## config.mk

```make
export PLATFORM = sky130hd
export DESIGN_NAME = ocd_command_decoder
export DESIGN_NICKNAME = d
export VERILOG_FILES = /design/src/ocd_event_sync.v /design/src/ocd_mean_acc.v /design/src/ocd_command_decoder.v
export VERILOG_INCLUDE_DIRS = /design/src /design/src/pkg
export SDC_FILE = /design/constraint.sdc
export NUM_CORES = 1
export LEC_CHECK = 0
export ABC_AREA = 1
export CAP_MARGIN = 10
export CORE_ASPECT_RATIO = 1.75
export CORE_MARGIN = 2
export CORE_UTILIZATION = 65
export CTS_BUF_LIST = sky130_fd_sc_hd__clkbuf_8
export DETAILED_ROUTE_END_ITERATION = 12
export DONT_BUFFER_PORTS = 1
export GPL_TIMING_DRIVEN = 0
export PLACE_DENSITY = 0.81
export SLEW_MARGIN = 20
export SYNTH_ARGS = -nofsm -noshare
export SYNTH_HDL_FRONTEND = slang
export SYNTH_SLANG_ARGS = --single-unit
```

## constraint.sdc

```tcl
create_clock -name I_CLK_SYS -period 2.75 [get_ports I_CLK_SYS]
set_input_delay 0.6875 -clock I_CLK_SYS [delete_from_list [all_inputs] [get_ports I_CLK_SYS]]
set_output_delay 0.6875 -clock I_CLK_SYS [all_outputs]
set_load 0.05 [all_outputs]
```

## src/pkg/ocd_consts.vh

```
// constants for the measurement command decoder
`ifndef OCD_CONSTS_VH
`define OCD_CONSTS_VH

// ****************************************
// command codes
// ****************************************
`define OCD_CMD_RAW_BASE 8'ha0
`define OCD_CMD_OVS2 8'hac
`define OCD_CMD_OVS4 8'had
`define OCD_CMD_OVS8 8'hae
`define OCD_CMD_OVS16 8'haf
`define OCD_CMD_SEL_PRIMARY 8'hb0
`define OCD_CMD_SEL_SECONDARY 8'hb1
`define OCD_CMD_HALT 8'hbf
`define OCD_CMD_POLL_NIBBLE 4'hf

// ****************************************
// stored setup locations
// ****************************************
`define OCD_ADDR_PRIMARY_SETUP 8'h12
`define OCD_ADDR_SECONDARY_SETUP 8'h16

// ****************************************
// conversion kinds
// ****************************************
`define OCD_KIND_FULL 3'h0
`define OCD_KIND_SENSOR 3'h1
`define OCD_KIND_ZC_SENSOR 3'h2
`define OCD_KIND_TEMP 3'h3
`define OCD_KIND_ZC_TEMP 3'h4

// ****************************************
// status byte
// ****************************************
`define OCD_ST_POWERED 6
`define OCD_ST_BUSY 5
`define OCD_ST_MODE_HI 4
`define OCD_ST_MODE_LO 3
`define OCD_ST_MEM_ERR 2
`define OCD_ST_CFG_SEL 1
`define OCD_ST_SAT 0

// ****************************************
// widths and reset values
// ****************************************
`define OCD_DATA_W 24
`define OCD_SETUP_W 16
`define OCD_TEMP_IGNORE_MASK 16'h1fff
`define OCD_RESET_CFG_SEL 1'b0
`define OCD_SHIFT_OVS2 3'h1
`define OCD_SHIFT_OVS4 3'h2
`define OCD_SHIFT_OVS8 3'h3
`define OCD_SHIFT_OVS16 3'h4

`endif

```

## src/ocd_event_sync.v

```verilog
// toggle-to-pulse event crossing into the system clock
`timescale 1ns/10ps
module ocd_event_sync (
    input wire i_clk,
    input wire i_rstn,
    input wire i_toggle,
    output reg o_pulse
);
    reg sync1;
    reg sync2;
    reg sync3;
    reg armed;

    // ****************************************
    // two-stage synchroniser and edge find
    // ****************************************
    // chain runs through reset so it follows the link level; no false edge after release
    always @(posedge i_clk) begin
        sync1 <= i_toggle;
        sync2 <= sync1;
        sync3 <= sync2;
    end

    // no edge reported until the last stage has settled after reset
    always @(posedge i_clk) begin
        if (!i_rstn) begin
            armed <= 1'b0;
            o_pulse <= 1'b0;
        end else begin
            armed <= 1'b1;
            o_pulse <= armed && (sync2 ^ sync3);
        end
    end
endmodule

```

## src/ocd_mean_acc.v

```verilog
// accumulator producing the mean of 2^shift samples
`timescale 1ns/10ps
module ocd_mean_acc #(
    parameter W = 24,
    parameter SW = 28
) (
    input wire i_clk,
    input wire i_rstn,
    input wire i_clear,
    input wire i_add,
    input wire [W-1:0] i_value,
    input wire [2:0] i_shift,
    output wire [W-1:0] o_mean
);
    reg [SW-1:0] sum;
    wire [SW-1:0] shifted;

    // ****************************************
    // sum and divide by 2^shift
    // ****************************************
    always @(posedge i_clk) begin
        if (!i_rstn) begin
            sum <= {SW{1'b0}};
        end else if (i_clear) begin
            sum <= {SW{1'b0}};
        end else if (i_add) begin
            sum <= sum + {{(SW-W){1'b0}}, i_value};
        end
    end

    assign shifted = sum >> i_shift;
    assign o_mean = shifted[W-1:0];
endmodule

```

## src/ocd_command_decoder.v

```verilog
// measurement command decoder of the sensor conditioner
// Summary of operation
// - AC: two corrected cycles, store their mean
// - AD: four corrected cycles, store their mean
// - AE: eight corrected cycles, store their mean
// - AF: sixteen corrected cycles, store their mean
// - oversampled cycles run back to back
// - oversampling stores sensor and temperature means at once
// - B0 selects primary setup, clears status bit1
// - B1 selects secondary setup, sets status bit1
// - BF powers down, halting measurement operation
// - Fx on SPI returns status and data
// - A0/A1 uncorrected sensor; A0 uses stored setup
// - A4/A5 temperature; even ones use fixed setup
// - odd raw commands use host setup word
// - host temperature setup ignores bits 15:13
// - raw result written; lsb picks setup source
// - busy blocks commands until data ready, except BF halt and Fx poll
`timescale 1ns/10ps
`include "ocd_consts.vh"
module ocd_command_decoder #(
    parameter DW = `OCD_DATA_W,
    parameter SETW = `OCD_SETUP_W,
    parameter [SETW-1:0] FIXED_TEMP_SETUP = 16'h0000
) (
    input wire I_CLK_SYS,
    input wire I_RSTN,
    input wire I_CMD_TOGGLE,
    input wire [7:0] I_CMD_BYTE,
    input wire [SETW-1:0] I_CMD_WORD,
    input wire I_CMD_FROM_SPI,
    input wire [SETW-1:0] I_PRIMARY_SETUP,
    input wire [SETW-1:0] I_SECONDARY_SETUP,
    input wire [1:0] I_MODE,
    input wire I_MEM_ERROR,
    input wire I_CONV_DONE,
    input wire I_ALU_SAT,
    input wire [DW-1:0] I_SENSOR_CORR,
    input wire [DW-1:0] I_TEMP_CORR,
    input wire [DW-1:0] I_RAW_RESULT,
    output reg O_CONV_START,
    output reg [2:0] O_CONV_KIND,
    output reg [SETW-1:0] O_FRONTEND_SETUP,
    output reg O_AWAKE,
    output reg O_BUSY,
    output reg O_CFG_SEL,
    output reg [DW-1:0] O_SENSOR_RESULT,
    output reg [DW-1:0] O_TEMP_RESULT,
    output reg [7:0] O_STATUS,
    output reg O_POLL_STB,
    output reg [7:0] O_POLL_STATUS,
    output reg [DW-1:0] O_POLL_DATA
);
    localparam ST_IDLE = 2'h0;
    localparam ST_START = 2'h1;
    localparam ST_WAIT = 2'h2;
    localparam ST_FIN = 2'h3;
    localparam [7:0] RAW_BASE = `OCD_CMD_RAW_BASE;

    // ****************************************
    // declarations
    // ****************************************
    reg [1:0] state;
    reg [1:0] next_state;
    reg [7:0] cmd_byte;
    reg [SETW-1:0] cmd_word;
    reg cmd_spi;
    reg cmd_ready;
    reg [2:0] shift;
    reg [4:0] cycle_cnt;
    reg is_raw;
    reg sat;
    reg next_busy;
    wire cmd_pulse;
    wire acc_clear;
    wire acc_add;
    wire [DW-1:0] sensor_mean;
    wire [DW-1:0] temp_mean;
    wire last_cycle;
    wire is_ovs;
    wire is_raw_cmd;
    wire is_poll;
    wire [7:0] status_now;

    // ****************************************
    // functions
    // ****************************************
    function [2:0] ovs_shift;
        input [7:0] code;
        begin
            if (code == `OCD_CMD_OVS2) begin
                ovs_shift = `OCD_SHIFT_OVS2;
            end else if (code == `OCD_CMD_OVS4) begin
                ovs_shift = `OCD_SHIFT_OVS4;
            end else if (code == `OCD_CMD_OVS8) begin
                ovs_shift = `OCD_SHIFT_OVS8;
            end else if (code == `OCD_CMD_OVS16) begin
                ovs_shift = `OCD_SHIFT_OVS16;
            end else begin
                ovs_shift = 3'h0;
            end
        end
    endfunction

    function [2:0] raw_kind;
        input [2:0] low;
        begin
            case (low[2:1])
                2'h0: raw_kind = `OCD_KIND_SENSOR;
                2'h1: raw_kind = `OCD_KIND_ZC_SENSOR;
                2'h2: raw_kind = `OCD_KIND_TEMP;
                default: raw_kind = `OCD_KIND_ZC_TEMP;
            endcase
        end
    endfunction

    function [SETW-1:0] raw_setup;
        input [2:0] low;
        input [SETW-1:0] host_word;
        input [SETW-1:0] stored_word;
        begin
            if (low[0] && low[2]) begin
                raw_setup = host_word & `OCD_TEMP_IGNORE_MASK;
            end else if (low[0]) begin
                raw_setup = host_word;
            end else if (low[2]) begin
                raw_setup = FIXED_TEMP_SETUP;
            end else begin
                raw_setup = stored_word;
            end
        end
    endfunction

    // ****************************************
    // command capture from the link side
    // ****************************************
    ocd_event_sync u_cmd_sync (
        .i_clk(I_CLK_SYS),
        .i_rstn(I_RSTN),
        .i_toggle(I_CMD_TOGGLE),
        .o_pulse(cmd_pulse)
    );

    always @(posedge I_CLK_SYS) begin
        if (!I_RSTN) begin
            cmd_byte <= 8'h00;
            cmd_word <= {SETW{1'b0}};
            cmd_spi <= 1'b0;
            cmd_ready <= 1'b0;
        end else begin
            cmd_ready <= cmd_pulse;
            if (cmd_pulse) begin
                cmd_byte <= I_CMD_BYTE;
                cmd_word <= I_CMD_WORD;
                cmd_spi <= I_CMD_FROM_SPI;
            end
        end
    end

    assign is_ovs = (ovs_shift(cmd_byte) != 3'h0);
    assign is_raw_cmd = (cmd_byte[7:3] == RAW_BASE[7:3]);
    assign is_poll = (cmd_byte[7:4] == `OCD_CMD_POLL_NIBBLE) && cmd_spi;

    // ****************************************
    // averaging of sensor and temperature
    // ****************************************
    assign acc_clear = (state == ST_IDLE);
    assign acc_add = (state == ST_WAIT) && I_CONV_DONE && !is_raw;
    assign last_cycle = (cycle_cnt == (5'h01 << shift) - 5'h01);

    ocd_mean_acc #(
        .W(DW),
        .SW(DW + 4)
    ) u_sensor_acc (
        .i_clk(I_CLK_SYS),
        .i_rstn(I_RSTN),
        .i_clear(acc_clear),
        .i_add(acc_add),
        .i_value(I_SENSOR_CORR),
        .i_shift(shift),
        .o_mean(sensor_mean)
    );

    ocd_mean_acc #(
        .W(DW),
        .SW(DW + 4)
    ) u_temp_acc (
        .i_clk(I_CLK_SYS),
        .i_rstn(I_RSTN),
        .i_clear(acc_clear),
        .i_add(acc_add),
        .i_value(I_TEMP_CORR),
        .i_shift(shift),
        .o_mean(temp_mean)
    );

    // ****************************************
    // sequencer next state
    // ****************************************
    always @* begin
        next_state = state;
        next_busy = O_BUSY;
        case (state)
            ST_IDLE: begin
                if (cmd_ready && (is_ovs || is_raw_cmd)) begin
                    next_state = ST_START;
                    next_busy = 1'b1;
                end
            end
            ST_START: begin
                next_state = ST_WAIT;
            end
            ST_WAIT: begin
                if (I_CONV_DONE && (is_raw || last_cycle)) begin
                    next_state = ST_FIN;
                end else if (I_CONV_DONE) begin
                    next_state = ST_START;
                end
            end
            default: begin
                next_state = ST_IDLE;
                next_busy = 1'b0;
            end
        endcase
        if (cmd_ready && cmd_byte == `OCD_CMD_HALT) begin
            next_state = ST_IDLE;
            next_busy = 1'b0;
        end
    end

    // ****************************************
    // sequencer registers
    // ****************************************
    always @(posedge I_CLK_SYS) begin
        if (!I_RSTN) begin
            state <= ST_IDLE;
            O_BUSY <= 1'b0;
            O_AWAKE <= 1'b0;
            O_CONV_START <= 1'b0;
            O_CONV_KIND <= `OCD_KIND_FULL;
            O_FRONTEND_SETUP <= {SETW{1'b0}};
            O_CFG_SEL <= `OCD_RESET_CFG_SEL;
            O_SENSOR_RESULT <= {DW{1'b0}};
            O_TEMP_RESULT <= {DW{1'b0}};
            shift <= 3'h0;
            cycle_cnt <= 5'h00;
            is_raw <= 1'b0;
            sat <= 1'b0;
        end else begin
            state <= next_state;
            O_BUSY <= next_busy;
            O_AWAKE <= (next_state != ST_IDLE);
            O_CONV_START <= (next_state == ST_START);
            if (state == ST_IDLE && cmd_ready && !O_BUSY) begin
                if (cmd_byte == `OCD_CMD_SEL_PRIMARY) begin
                    O_CFG_SEL <= 1'b0;
                    sat <= 1'b0;
                end else if (cmd_byte == `OCD_CMD_SEL_SECONDARY) begin
                    O_CFG_SEL <= 1'b1;
                    sat <= 1'b0;
                end else if (is_ovs) begin
                    shift <= ovs_shift(cmd_byte);
                    is_raw <= 1'b0;
                    O_CONV_KIND <= `OCD_KIND_FULL;
                    O_FRONTEND_SETUP <= O_CFG_SEL ? I_SECONDARY_SETUP : I_PRIMARY_SETUP;
                    sat <= 1'b0;
                end else if (is_raw_cmd) begin
                    shift <= 3'h0;
                    is_raw <= 1'b1;
                    O_CONV_KIND <= raw_kind(cmd_byte[2:0]);
                    O_FRONTEND_SETUP <= raw_setup(cmd_byte[2:0], cmd_word,
                        O_CFG_SEL ? I_SECONDARY_SETUP : I_PRIMARY_SETUP);
                    sat <= 1'b0;
                end else if (!is_poll) begin
                    sat <= 1'b0;
                end
            end
            if (state == ST_IDLE) begin
                cycle_cnt <= 5'h00;
            end else if (state == ST_WAIT && I_CONV_DONE) begin
                cycle_cnt <= cycle_cnt + 5'h01;
                if (!is_raw && I_ALU_SAT) begin
                    sat <= 1'b1;
                end
                if (is_raw) begin
                    O_SENSOR_RESULT <= I_RAW_RESULT;
                    O_TEMP_RESULT <= {DW{1'b0}};
                end
            end
            if (state == ST_FIN && !is_raw) begin
                O_SENSOR_RESULT <= sensor_mean;
                O_TEMP_RESULT <= temp_mean;
            end
        end
    end

    // ****************************************
    // status byte and poll answer
    // ****************************************
    assign status_now = {1'b0, 1'b1, O_BUSY, I_MODE, I_MEM_ERROR, O_CFG_SEL, sat};

    always @(posedge I_CLK_SYS) begin
        if (!I_RSTN) begin
            O_STATUS <= 8'h00;
            O_POLL_STB <= 1'b0;
            O_POLL_STATUS <= 8'h00;
            O_POLL_DATA <= {DW{1'b0}};
        end else begin
            O_STATUS <= status_now;
            O_POLL_STB <= cmd_ready && is_poll;
            if (cmd_ready && is_poll) begin
                O_POLL_STATUS <= status_now;
                O_POLL_DATA <= O_SENSOR_RESULT;
            end
        end
    end
endmodule

```

---- Word-level counts from Yosys, hierarchy flattened ----
Cells that the tools add are included.
cells by class
  shift operators ......................... 3
  eq/ne operators ......................... 18
  multipliers ............................. 0
  $lt $le $gt $ge ......................... 0
  $add $sub $neg .......................... 4
  div/mod/pow operators ................... 0
  muxes and demuxes ....................... 45
  reduce and logical (&&, ||, !) cells .... 32
  bitwise operators ....................... 5
operators with widths
  operator                                                             number
  24-bit two-way mux                                                   8
  16-bit two-way mux                                                   6
  28-bit by 24-bit adder with 28-bit output                            2
  8-bit == test (second input constant)                                7
  28-bit by 3-bit right shift with 24-bit output                       2
  3-bit two-way mux                                                    8
  1-bit two-way mux                                                    15
  1-bit logical AND                                                    13
  2-bit nonzero test                                                   5
  3-bit one-hot mux with 3 select lines                                1
  2-bit two-way mux                                                    4
  7-bit two-way mux                                                    1
  2-bit by 1-bit == test with 1-bit output (second input constant)     3
  2-bit == test (second input constant)                                3
  2-bit one-hot mux with 3 select lines                                1
  2-bit OR reduction                                                   3
  5-bit by 1-bit adder with 5-bit output (second input constant)       1
  5-bit == test                                                        1
  5-bit == test (second input constant)                                1
  1-bit by 3-bit left shift with 5-bit output (first input constant)   1
  5-bit by 1-bit subtractor with 5-bit output (second input constant)  1
  4-bit == test (second input constant)                                1
  2-bit logical NOT                                                    2
  2-bit by 1-bit != test with 1-bit output (second input constant)     2
  other kinds (9)                                                      15
word-level totals
  input bits .............................. 137
  logic and storage cells ................. 136
  memory bits (read-only) ................. 0
  memory bits (writable) .................. 0
  latch bits .............................. 0
  memories kept ........................... 0
  register bits after elaboration ......... 210
  output and inout bits ................... 112

---- Logic depth before layout (Yosys ltp) ----
Gate-level depths: netlist of run 1.
  word-level depth ........................ 13
  mapped depth ............................ 17
  mapped depth without buffers ............ 16

---- By module ----
Synthesis of run 1 repeated with hierarchy kept, for this count alone.
unflattened totals
  cell total of the unflattened synthesis .. 2231
  area, all modules ....................... 13773.2 µm²
by module, submodules not included
  module                       area each (µm²)  sequential area each (µm²)  cells an instance  instances
  ocd_command_decoder          6018.3           2962.8                      784                1
  ocd_mean_acc (u_temp_acc)    3841.2           560.5                       720                1
  ocd_mean_acc (u_sensor_acc)  3788.6           560.5                       716                1
  ocd_event_sync               125.1            100.1                       11                 1

---- Worst setup path before layout of run 1 ----
OpenSTA, ideal clock, no wires.
  kind .................................... input to register
  start ................................... input I_SENSOR_CORR[0]
  end ..................................... register u_sensor_acc.sum[8]
  library setup time ...................... 58 ps
  path buffers ............................ 0
  setup slack ............................. 479 ps
  stages .................................. 13
  arrival ................................. 2213 ps
  data required time ...................... 2692 ps
  cells stage by stage .................... ha_1 inv_1 fa_1 inv_1 nand3_1 nand2_1 nand3_1 nand2_1 inv_1 or2_2 nand3_1 o211ai_1 inv_1
on the way
  word-level cells in the longest chain between the ends .. 1
ends and longest elaborated chain
  what                                       line                      source
  start: declaration                         ocd_command_decoder.v:38  input wire [DW-1:0] I_SENSOR_CORR,
  28-bit by 24-bit adder with 28-bit output  ocd_mean_acc.v:27         sum <= sum + {{(SW-W){1'b0}}, i_value};
  end signal: assignment                     ocd_mean_acc.v:23         sum <= {SW{1'b0}};
  end signal: assignment                     ocd_mean_acc.v:25         sum <= {SW{1'b0}};
  end signal: assignment                     ocd_mean_acc.v:27
  end: declaration                           ocd_mean_acc.v:15         reg [SW-1:0] sum;
Every way passes these cells.
A chain may end at the register's enable or synchronous reset.

---- Final worst setup path of run 1 ----
  start ................................... register shift[0]
  end ..................................... register O_AWAKE
on the way
  word-level cells in the longest chain between the ends .. 9
ends and longest elaborated chain
  what                                         line                       source
  start: declaration                           ocd_command_decoder.v:69   reg [2:0] shift;
  start signal: assignment                     ocd_command_decoder.v:262  shift <= ovs_shift(cmd_byte);
  1-bit by 3-bit left shift with 5-bit output  ocd_command_decoder.v:169  assign last_cycle = (cycle_cnt == (5'h01 << shift) - 5'h01);
  5-bit by 1-bit subtractor with 5-bit output  ocd_command_decoder.v:169
  5-bit == test                                ocd_command_decoder.v:169
  1-bit logical OR                             ocd_command_decoder.v:214  if (I_CONV_DONE && (is_raw || last_cycle)) begin
  1-bit logical AND                            ocd_command_decoder.v:214
  2-bit two-way mux                            ocd_command_decoder.v:214
  2-bit one-hot mux with 3 select lines        ocd_command_decoder.v:203  case (state)
  2-bit two-way mux                            ocd_command_decoder.v:225  if (cmd_ready && cmd_byte == `OCD_CMD_HALT) begin
  2-bit nonzero test                           ocd_command_decoder.v:252  O_AWAKE <= (next_state != ST_IDLE);
  end signal: assignment                       ocd_command_decoder.v:252
  end: declaration                             ocd_command_decoder.v:44   output reg O_AWAKE,
Every way passes these cells.

==> results of run 1 <==
-- cell families (layout without fill, tap and decap cells) --
group / count (synthesis) / in the layout / synth area share
AOI/OAI and AO/OA: 502 / 502 / 0.2006
xor gates and xnor gates: 15 / 15 / 0.01004
adders and majority gates: 60 / 60 / 0.05852
buffers and inverters: 341 / 391 / 0.1066
DFF: 208 / 208 / 0.3182
muxes: 25 / 25 / 0.01912
other: 1 / 6 / 0.0002866
and+or+nand+nor: 916 / 916 / 0.2866
-- per-stage QoR --
step                worst slack [ns]  hold WS (ns)    util  std cells  instance area [sq um]
finish                        0.2125        0.1217  0.7099       2368                  14010
global route                  0.1086        0.1156  0.7099       2368                  14010
CTS                           0.3131        0.1136  0.7094       2364                  14000
detailed placement            0.1180        0.3150  0.6786       2314                  13400
global placement              0.1733        0.3107  0.6786       2314                  13400
floorplan                     0.4794        0.3096       -       2069                  13090
-- sequential cells by signal, indices dropped and copies added (netlist names), 2 cells and up --
name	cells
shift	3
state	2
O_POLL_DATA	24
O_POLL_STATUS	7
O_FRONTEND_SETUP	16
O_CONV_KIND	3
O_SENSOR_RESULT	24
cycle_cnt	5
O_STATUS	7
u_temp_acc.sum	28
cmd_word	16
O_TEMP_RESULT	24
u_sensor_acc.sum	28
cmd_byte	8
-- cell usage in the layout, fill, tap and decap left out, drive strengths merged --
master and count:
a211oi 4, a21o 2, a21oi 235, a22oi 3, a31oi 16, and2 2
and3 2, buf 49, bufinv 2, clkbuf 87, clkinv 8, conb 2
dfxtp 208, diode 4, fa 2, ha 58, inv 245, mux2i 25
nand2 569, nand3 156, nand4 21, nor2 141, nor3 19, nor3b 2
nor4 1, o211ai 12, o21a 3, o21ai 220, o21bai 2, o221ai 2
o22ai 3, or2 3, xor2 15
-- worst min-delay path by stage --
stage          depth (start not counted)  slack (ns)          endpoint
2_1_floorplan                          0        0.31  u_cmd_sync.sync2
3_3_place_gp                           0        0.31  u_cmd_sync.sync2
3_5_place_dp                           0        0.31  u_cmd_sync.sync2
4_1_cts                                0        0.11  u_cmd_sync.sync1
5_1_grt                                0        0.12       O_STATUS[6]
6_report                               0        0.12  u_cmd_sync.sync1
-- metal layers --
| layer | vias to the layer above | GRT usage |
|---|---|---|
| met5 | - | 0 |
| li1 | 6863 | - |
| met4 | 0 | 0.4278 |
| met1 | 6537 | 0.3893 |
| met3 | 326 | 0.09751 |
| met2 | 857 | 0.7885 |
-- power breakdown --
group	leakage, uW	switching [uW]	internal (uW)
Sequential	0.00168	38.2	3040
Combinational	0.00449	281	109
Clock	0.000340	1270	1340
-- cell type report --
cell class              count  share of cell area
multi-input cells        1520              0.5374
inverters                 240             0.06429
clock buffers              35             0.03438
diodes                      4           0.0007143
plain buffers             101             0.03527
clock inverters            15            0.008929
well taps                 245             0.02188
flip-flops and latches    208              0.2972
==> results.sh, run 1 <==
export IMPL_status="complete, no violations"
export IMPL_area_delta_synth_final_pct=7.086
export IMPL_antenna_found_initial=4
export IMPL_cts_buffers_inserted=30
export IMPL_placement_rows=68
export IMPL_rsz0062_at_grt="false"
export IMPL_insertion_delay_ns=0.60
export IMPL_synth_flop_cell="sky130_fd_sc_hd__dfxtp_1"
export IMPL_maxCapViolCount=0
export IMPL_cts_clk_slew_worst_paths_ns=0.07
export IMPL_finalPower_uw=6087
export IMPL_worstMarginPinSlew_ns=1.113
export IMPL_place_gp_congestion=1.031
export IMPL_hold_path_startpoint="I_CMD_TOGGLE"
export IMPL_cts_root_buf="sky130_fd_sc_hd__clkbuf_8"
export IMPL_synth_edff_count=0
export IMPL_detailedPlacementHpwl_microns=38250
export IMPL_timing_final_crit_period_ns=2.537
export IMPL_number_of_global_route_vias_before_repair=14450
export IMPL_sum_of_negative_setup_slack_ns=0
export IMPL_timing_max_transition_violations_final=0
export IMPL_final_period_utilization=0.9227
export IMPL_post_drt_wl_per_cell_microns=20.30
export IMPL_power_per_cell_area_nw_per_um2=434.4
export IMPL_seq_area_sq_um=4164
export IMPL_buffer_ports_inserted=0
export IMPL_worstPathMaxFanout=10
export IMPL_critPathRequiredTime_ns=3.28
export IMPL_h_tree_depth=1
export IMPL_setup_worst_path_start="shift[0]"
export IMPL_share_of_synthesized_area_occupied_by_flip_flops_and_latches=0.3182
export IMPL_timing_setup_critical_path_class="register to register"
export IMPL_ff2ff_path_depth=16
export IMPL_clockBufferDepth=3
export IMPL_cp_common_cell="sky130_fd_sc_hd__nand2_1"
export IMPL_floorplan_die_area_sq_um=21330
export IMPL_top_layer="met4"
export IMPL_count_of_buffering_cells_on_the_critical_path_with_inverters_included=2
export IMPL_drt_iter0_markers=1188
export IMPL_ir_worst_vdd_mv=0.4831
export IMPL_total_met3_wirelength_after_detailed_routing_microns=4151
export IMPL_max_slew_margin_rel=0.2522
export IMPL_finish_net_count=2298
export IMPL_post_cts_buffers=0
export IMPL_report_final_hold_viol_count=0
export IMPL_worstSetupPathDepth=16
export IMPL_floorplan_initialDensity=0.6629
export IMPL_multiInputGateArea_sq_um=7530
export IMPL_synth_commonest_cells="567 x sky130_fd_sc_hd__nand2_1, 234 x sky130_fd_sc_hd__a21oi_1, 233 x sky130_fd_sc_hd__inv_1"
export IMPL_cts_tree="yes"
export IMPL_crit_path_end="O_AWAKE"
export IMPL_drc_errors=0
export IMPL_cp_cell_sequence="inv_2 > nor2_1 > nand2_1 > ha_1 > inv_1 > nand2_1 > nand2_1 > nor2_1 > nand3_1 > nor2_1 > nand2_1 > nand2_1 > nand2_1 > nand2_1 > nand2_1 > nand2_1"
export IMPL_yosys_area_top_type_share=0.3182
export IMPL_setup_violations_final=0
export IMPL_static_power_due_to_leakage_uw=0.006511
export IMPL_routedLengthMet1_microns=14830
export IMPL_final_antenna_net_count=0
export IMPL_post_synth_instance_area_sq_um=13090
export IMPL_via_per_inst=6.158
export IMPL_hold_class="primary input to register"
export IMPL_crit_reg2reg_launch="shift[0]"
export IMPL_overflow=0
export IMPL_max_clock_freq_mhz=394.1
export IMPL_cts_sink_count=208
export IMPL_wl_met2_microns=23800
export IMPL_critical_path_slowest_cell="sky130_fd_sc_hd__dfxtp_1"
export IMPL_critPathLaunchType="register"
export IMPL_average_size_of_a_mapped_cell_sq_um=6.327
export IMPL_io_pins=249
export IMPL_postSynthCellCount=2068
export IMPL_worstReg2RegEnd="O_AWAKE"
export IMPL_drt_pass1_iterations=7
export IMPL_cts_hold_repair_buffers=0
export IMPL_register_bit_total_from_synthesis=208
export IMPL_async_reset_ff_frac=0
export IMPL_synth_area_leaders="sky130_fd_sc_hd__dfxtp_1 32%, sky130_fd_sc_hd__nand2_1 16%, sky130_fd_sc_hd__a21oi_1 9.0%"
export IMPL_synth_top_area_cell="sky130_fd_sc_hd__dfxtp_1"
export IMPL_die_width_microns=111.3
export IMPL_timing_reg2reg_setup_slack_ns=0.21
export IMPL_fin_worst_skew_ns=0.01840
export IMPL_ys_types=43
export IMPL_routed_wirelength_microns=48060
export IMPL_number_of_cells_upsized_or_downsized_after_cts=0
export IMPL_synth_most_common_cell="sky130_fd_sc_hd__nand2_1"
export IMPL_cp_data_arrival_time_ns=3.07
export IMPL_crit_family="simple AND/OR/NAND/NOR gates"
export IMPL_grt_start_max_net_pins=15
export IMPL_wire_length_of_the_first_global_routing_pass_microns=73370
export IMPL_worst_setup_path_end_kind="register"
export IMPL_num_vias=14580
export IMPL_placeableCoreArea_sq_um=19740
export IMPL_floorplan_die_height_microns=191.7
export IMPL_gr_usage_all_layers=0.4356
export IMPL_synthesis_yosys_warnings=0
export IMPL_layout_drive_gt1_share=0.04625
export IMPL_cp_slowest_stage_delay_ns=0.53
export IMPL_fillers=1713
No activity file was read; power rests on OpenSTA's default activity.
==> run 2: changes to the inputs <==
==> constraint.sdc (replaced) <==
create_clock -name I_CLK_SYS -period 2.75 [get_ports I_CLK_SYS]
set_input_delay 0.55 -clock I_CLK_SYS [delete_from_list [all_inputs] [get_ports I_CLK_SYS]]
set_output_delay 0.55 -clock I_CLK_SYS [all_outputs]
set_load 0.05 [all_outputs]
==> run 2 against run 1 <==
Non-clock buffer count rose by 2. Register-to-register slack improved by 0.03 ns. Largest power group unchanged. Critical endpoint is now state[1]. Sequential share of layout area about the same. Clock skew is 0.0015 ns lower. Clock-buffer cell count stayed put. Die area is the same. Combinational power is essentially flat. Flip-flop and latch count is the same. Critical path depth did not move. Global-route usage about the same. Utilization grew 0.10 points.
==> results.sh, run 2 (synthesis results as in run 1) <==
export IMPL_status="complete, no violations"
export IMPL_power_per_cell_area_nw_per_um2=433.9
export IMPL_num_vias=14580
export IMPL_worstMarginPinSlew_ns=1.112
export IMPL_final_antenna_net_count=0
export IMPL_critPathRequiredTime_ns=3.29
export IMPL_clockBufferDepth=3
export IMPL_report_final_hold_viol_count=0
export IMPL_layout_drive_gt1_share=0.04620
export IMPL_largestRegisters="u_sensor_acc.sum x28, u_temp_acc.sum x28"
export IMPL_worstPathMaxFanout=10
export IMPL_area_delta_synth_final_pct=7.238
export IMPL_post_drt_wl_per_cell_microns=20.34
export IMPL_ir_worst_vdd_mv=0.4781
export IMPL_crit_reg2reg_launch="shift[0]"
export IMPL_drt_iter0_markers=1138
export IMPL_cts_sink_count=208
export IMPL_floorplan_die_height_microns=191.7
export IMPL_sum_of_negative_setup_slack_ns=0
export IMPL_routed_wirelength_microns=48200
export IMPL_final_period_utilization=0.9136
export IMPL_total_met3_wirelength_after_detailed_routing_microns=4036
export IMPL_cts_buffers_inserted=30
export IMPL_gr_usage_all_layers=0.4358
export IMPL_cts_clk_slew_worst_paths_ns=0.07
export IMPL_setup_violations_final=0
export IMPL_wl_met2_microns=24040
export IMPL_timing_setup_critical_path_class="register to register"
export IMPL_placeableCoreArea_sq_um=19740
export IMPL_worst_setup_path_end_kind="register"
export IMPL_insertion_delay_ns=0.60
export IMPL_overflow=0
export IMPL_setup_worst_path_start="shift[0]"
export IMPL_max_slew_margin_rel=0.2529
export IMPL_die_width_microns=111.3
export IMPL_placement_rows=68
export IMPL_cp_data_arrival_time_ns=3.05
export IMPL_post_cts_buffers=0
export IMPL_detailedPlacementHpwl_microns=38250
export IMPL_io_pins=249
export IMPL_finish_utilization=0.7109
export IMPL_number_of_cells_upsized_or_downsized_after_cts=0
export IMPL_timing_reg2reg_setup_slack_ns=0.24
export IMPL_maxCapViolCount=0
export IMPL_antenna_found_initial=4
export IMPL_drt_pass1_iterations=9
export IMPL_routedLengthMet1_microns=15070
export IMPL_rsz0062_at_grt="false"
export IMPL_fillers=1706
export IMPL_via_per_inst=6.151
export IMPL_max_clock_freq_mhz=398.0
export IMPL_drc_errors=0
export IMPL_layout_common_cells="567 x sky130_fd_sc_hd__nand2_1, 239 x sky130_fd_sc_hd__inv_1, 234 x sky130_fd_sc_hd__a21oi_1"
export IMPL_layout_cells_most_common="sky130_fd_sc_hd__nand2_1"
export IMPL_h_tree_depth=1
export IMPL_finish_net_count=2300
export IMPL_floorplan_initialDensity=0.6629
export IMPL_wire_length_of_the_first_global_routing_pass_microns=73440
export IMPL_place_gp_congestion=1.031
export IMPL_timing_max_transition_violations_final=0
export IMPL_multiInputGateArea_sq_um=7530
export IMPL_timing_final_crit_period_ns=2.512
export IMPL_hold_path_startpoint="I_MODE[0]"
export IMPL_static_power_due_to_leakage_uw=0.006519
export IMPL_fin_worst_skew_ns=0.01692
export IMPL_top_layer="met4"
export IMPL_critPathLaunchType="register"
export IMPL_hold_class="primary input to register"
export IMPL_number_of_global_route_vias_before_repair=14460
export IMPL_floorplan_die_area_sq_um=21330
export IMPL_seq_area_sq_um=4164
export IMPL_buffer_ports_inserted=0
export IMPL_grt_start_max_net_pins=15
export IMPL_cts_root_buf="sky130_fd_sc_hd__clkbuf_8"
export IMPL_cts_tree="yes"
## run 2: path summary, 6_finish.rpt
check,endpoint,depth (start not counted)
worst max register to register,state[1],16
worst min register to register,u_cmd_sync.sync2,0
worst min-delay path,O_STATUS[3],2
worst max-delay path,state[1],16
## run 2: critical path, stage by stage (launching register included)
cell,delay (ns)
sky130_fd_sc_hd__dfxtp_1,0.52
sky130_fd_sc_hd__inv_2,0.19
sky130_fd_sc_hd__nor2_1,0.33
sky130_fd_sc_hd__nand2_1,0.23
sky130_fd_sc_hd__ha_1,0.37
sky130_fd_sc_hd__inv_1,0.05
sky130_fd_sc_hd__nand2_1,0.05
sky130_fd_sc_hd__nand2_1,0.04
sky130_fd_sc_hd__nor2_1,0.10
sky130_fd_sc_hd__nand3_1,0.07
sky130_fd_sc_hd__nor2_1,0.10
sky130_fd_sc_hd__nand2_1,0.06
sky130_fd_sc_hd__nand2_1,0.06
sky130_fd_sc_hd__nand2_1,0.04
sky130_fd_sc_hd__nand2_1,0.08
sky130_fd_sc_hd__nand2_1,0.08
sky130_fd_sc_hd__inv_1,0.07
## run 2: where the power goes
part | total [uW] | switching (uW) | internal (uW) | leakage [uW]
clock network | 2610 | 1270 | 1340 | 0.000340
logic | 392 | 282 | 111 | 0.00450
registers | 3080 | 38.2 | 3040 | 0.00168
## run 2: area by class of cell
cell class | count | area share
multi-input cells | 1520 | 0.5366
flip-flops and latches | 208 | 0.2967
inverters | 240 | 0.06420
plain buffers | 101 | 0.03522
clock buffers | 35 | 0.03433
well taps | 245 | 0.02185
clock inverters | 15 | 0.008917
repair buffers | 2 | 0.001427
diodes | 4 | 0.0007133
## run 2: what timing repair did
action                                  in CTS  in global routing
hold buffers                                 2                  0
endpoints found under the setup margin       0                  0
endpoints found under the hold margin        2                  0
## run 2: through the flow
stage          setup slack [ns]  hold WS [ns]  cells  cell area, sq um  power [uW]
2_1_floorplan            0.6169        0.3096   2069             13090        3419
3_3_place_gp             0.3108        0.3107   2314             13400        3513
3_5_place_dp             0.2555        0.3150   2314             13400        3525
4_1_cts                  0.3131       0.06113   2366             14020        6036
5_1_grt                  0.1087       0.07101   2370             14030        6213
6_report                 0.2376       0.06049   2370             14030        6089
## run 2: layer usage
layer	global-route usage	vias up
met1	0.3893	6577
met5	0	-
met4	0.4283	0
met3	0.09719	292
li1	-	6863
met2	0.7892	846
==> run 3: changes to the inputs <==
--- a/config.mk
+++ b/config.mk
@@ -11,7 +11,6 @@
 export CORE_ASPECT_RATIO = 1.75
 export CORE_MARGIN = 2
 export CORE_UTILIZATION = 65
-export CTS_BUF_LIST = sky130_fd_sc_hd__clkbuf_8
 export DETAILED_ROUTE_END_ITERATION = 12
 export DONT_BUFFER_PORTS = 1
 export GPL_TIMING_DRIVEN = 0
==> run 3 against run 2 <==
Clock power is 13% higher. Final cell count is 0.72% lower. Sequential power hardly changed. Routed wire length is 0.67% lower. Critical path depth stayed put. Highest routed layer unchanged.
==> results.sh, run 3 (synthesis results as in run 1) <==
export IMPL_layout_drive_gt1_share=0.04086
export IMPL_status="complete, no violations"
export IMPL_worst_setup_path_end_kind="register"
export IMPL_routed_wirelength_microns=47880
export IMPL_sum_of_negative_setup_slack_ns=0
export IMPL_worstReg2RegEnd="state[1]"
export IMPL_setup_violations_final=0
export IMPL_fillers=1695
export IMPL_crit_family="simple AND/OR/NAND/NOR gates"
export IMPL_drt_iter0_markers=1348
export IMPL_timing_final_crit_period_ns=2.555
export IMPL_final_area_sq_um=14090
export IMPL_cts_hold_repair_buffers=0
export IMPL_overflow=0
export IMPL_static_power_due_to_leakage_uw=0.006500
export IMPL_finish_utilization=0.7139
export IMPL_clockBufferDepth=3
export IMPL_io_pins=249
export IMPL_post_drt_wl_per_cell_microns=20.35
export IMPL_cts_buffers_inserted=20
export IMPL_h_tree_depth=1
export IMPL_place_gp_congestion=1.031
export IMPL_timing_setup_critical_path_class="register to register"
export IMPL_buffer_ports_inserted=0
export IMPL_hold_path_startpoint="I_CMD_TOGGLE"
export IMPL_area_delta_synth_final_pct=7.688
export IMPL_die_width_microns=111.3
export IMPL_ff2ff_path_depth=16
export IMPL_ir_worst_vdd_mv=0.7674
export IMPL_antenna_found_initial=3
export IMPL_via_per_inst=6.168
export IMPL_cts_root_buf="sky130_fd_sc_hd__clkbuf_16"
export IMPL_num_vias=14510
export IMPL_floorplan_die_area_sq_um=21330
export IMPL_placement_rows=68
export IMPL_power_per_cell_area_nw_per_um2=455.6
export IMPL_timing_reg2reg_setup_slack_ns=0.20
export IMPL_cts_sink_count=208
export IMPL_cts_clk_slew_worst_paths_ns=0.07
export IMPL_maxCapViolCount=0
export IMPL_crit_path_end="state[1]"
export IMPL_cp_slowest_stage_delay_ns=0.53
export IMPL_layout_common_cells="567 x sky130_fd_sc_hd__nand2_1, 234 x sky130_fd_sc_hd__a21oi_1, 233 x sky130_fd_sc_hd__inv_1"
export IMPL_cp_data_arrival_time_ns=3.00
export IMPL_placeableCoreArea_sq_um=19740
export IMPL_worstMarginPinSlew_ns=1.060
export IMPL_max_slew_margin_rel=0.2880
export IMPL_report_final_hold_viol_count=0
export IMPL_hold_class="primary input to register"
export IMPL_largestRegisters="u_sensor_acc.sum x28, u_temp_acc.sum x28"
export IMPL_critPathLaunchType="register"
export IMPL_floorplan_die_height_microns=191.7
export IMPL_layout_cells_most_common="sky130_fd_sc_hd__nand2_1"
export IMPL_grt_start_max_net_pins=17
export IMPL_setup_worst_path_start="shift[0]"
export IMPL_drt_pass1_iterations=7
export IMPL_detailedPlacementHpwl_microns=38250
export IMPL_number_of_cells_upsized_or_downsized_after_cts=0
export IMPL_critical_path_slowest_cell="sky130_fd_sc_hd__dfxtp_1"
export IMPL_final_period_utilization=0.9291
export IMPL_rsz0062_at_grt="false"
export IMPL_wire_length_of_the_first_global_routing_pass_microns=72810
export IMPL_finish_net_count=2288
export IMPL_crit_reg2reg_launch="shift[0]"
export IMPL_post_cts_buffers=0
export IMPL_critPathRequiredTime_ns=3.19
export IMPL_number_of_global_route_vias_before_repair=14420
export IMPL_drc_errors=0
export IMPL_cts_tree="yes"
export IMPL_timing_max_transition_violations_final=0
export IMPL_worstPathMaxFanout=10
export IMPL_final_antenna_net_count=0
export IMPL_fin_worst_skew_ns=0.04038
export IMPL_max_clock_freq_mhz=391.4
export IMPL_insertion_delay_ns=0.53
export IMPL_count_of_buffering_cells_on_the_critical_path_with_inverters_included=3
export IMPL_worstSetupPathDepth=16
export IMPL_floorplan_initialDensity=0.6629
export IMPL_gr_usage_all_layers=0.4308
export IMPL_cp_common_cell="sky130_fd_sc_hd__nand2_1"
export IMPL_cp_cell_sequence="inv_2 > nor2_1 > nand2_1 > ha_1 > inv_1 > nand2_1 > nand2_1 > nor2_1 > nand3_1 > nor2_1 > nand2_1 > nand2_1 > nand2_1 > nand2_1 > nand2_1 > inv_1"
export IMPL_postPlaceCellArea_sq_um=13400
## run 3: area by class of cell
cell class / instances / area [sq um] / area share
diodes: 3 / 7.507 / 0.0005328
plain buffers: 101 / 494.2 / 0.03507
flip-flops and latches: 208 / 4164 / 0.2955
clock inverters: 8 / 117.6 / 0.008347
inverters: 240 / 900.9 / 0.06393
clock buffers: 28 / 570.5 / 0.04049
well taps: 245 / 306.5 / 0.02175
multi-input cells: 1520 / 7530 / 0.5344
## run 3: how the worst min path moves through the flow
stage / end / cells after the start / slack (ns)
3_5_place_dp: u_cmd_sync.sync2 / 0 / 0.31
2_1_floorplan: u_cmd_sync.sync2 / 0 / 0.31
5_1_grt: u_cmd_sync.sync1 / 0 / 0.07
6_report: u_cmd_sync.sync1 / 0 / 0.08
3_3_place_gp: u_cmd_sync.sync2 / 0 / 0.31
4_1_cts: u_cmd_sync.sync1 / 0 / 0.07
## run 3: per-stage QoR
stage | hold WS [ns] | cells | total power (uW) | setup slack, ns
5_1_grt | 0.06869 | 2353 | 6546 | 0.06264
4_1_cts | 0.07362 | 2350 | 6378 | 0.2921
6_report | 0.07647 | 2353 | 6419 | 0.1951
3_5_place_dp | 0.3150 | 2314 | 3525 | 0.2555
3_3_place_gp | 0.3107 | 2314 | 3513 | 0.3108
2_1_floorplan | 0.3096 | 2069 | 3419 | 0.6169
## run 3: where the power goes
part	switching [uW]	total [uW]	internal (uW)
clock network	1290	2950	1660
registers	38.2	3080	3040
logic	280	389	109
total	1610	6420	4810
## run 3: per-layer routing
metal	global-route usage	up-vias	wire, microns	share of wire
li1	-	6845	-	-
met1	0.3893	6483	14660	0.31
met2	0.7929	880	24020	0.50
met3	0.08583	305	4083	0.085
met4	0.4017	0	5113	0.11
met5	0	-	0	0
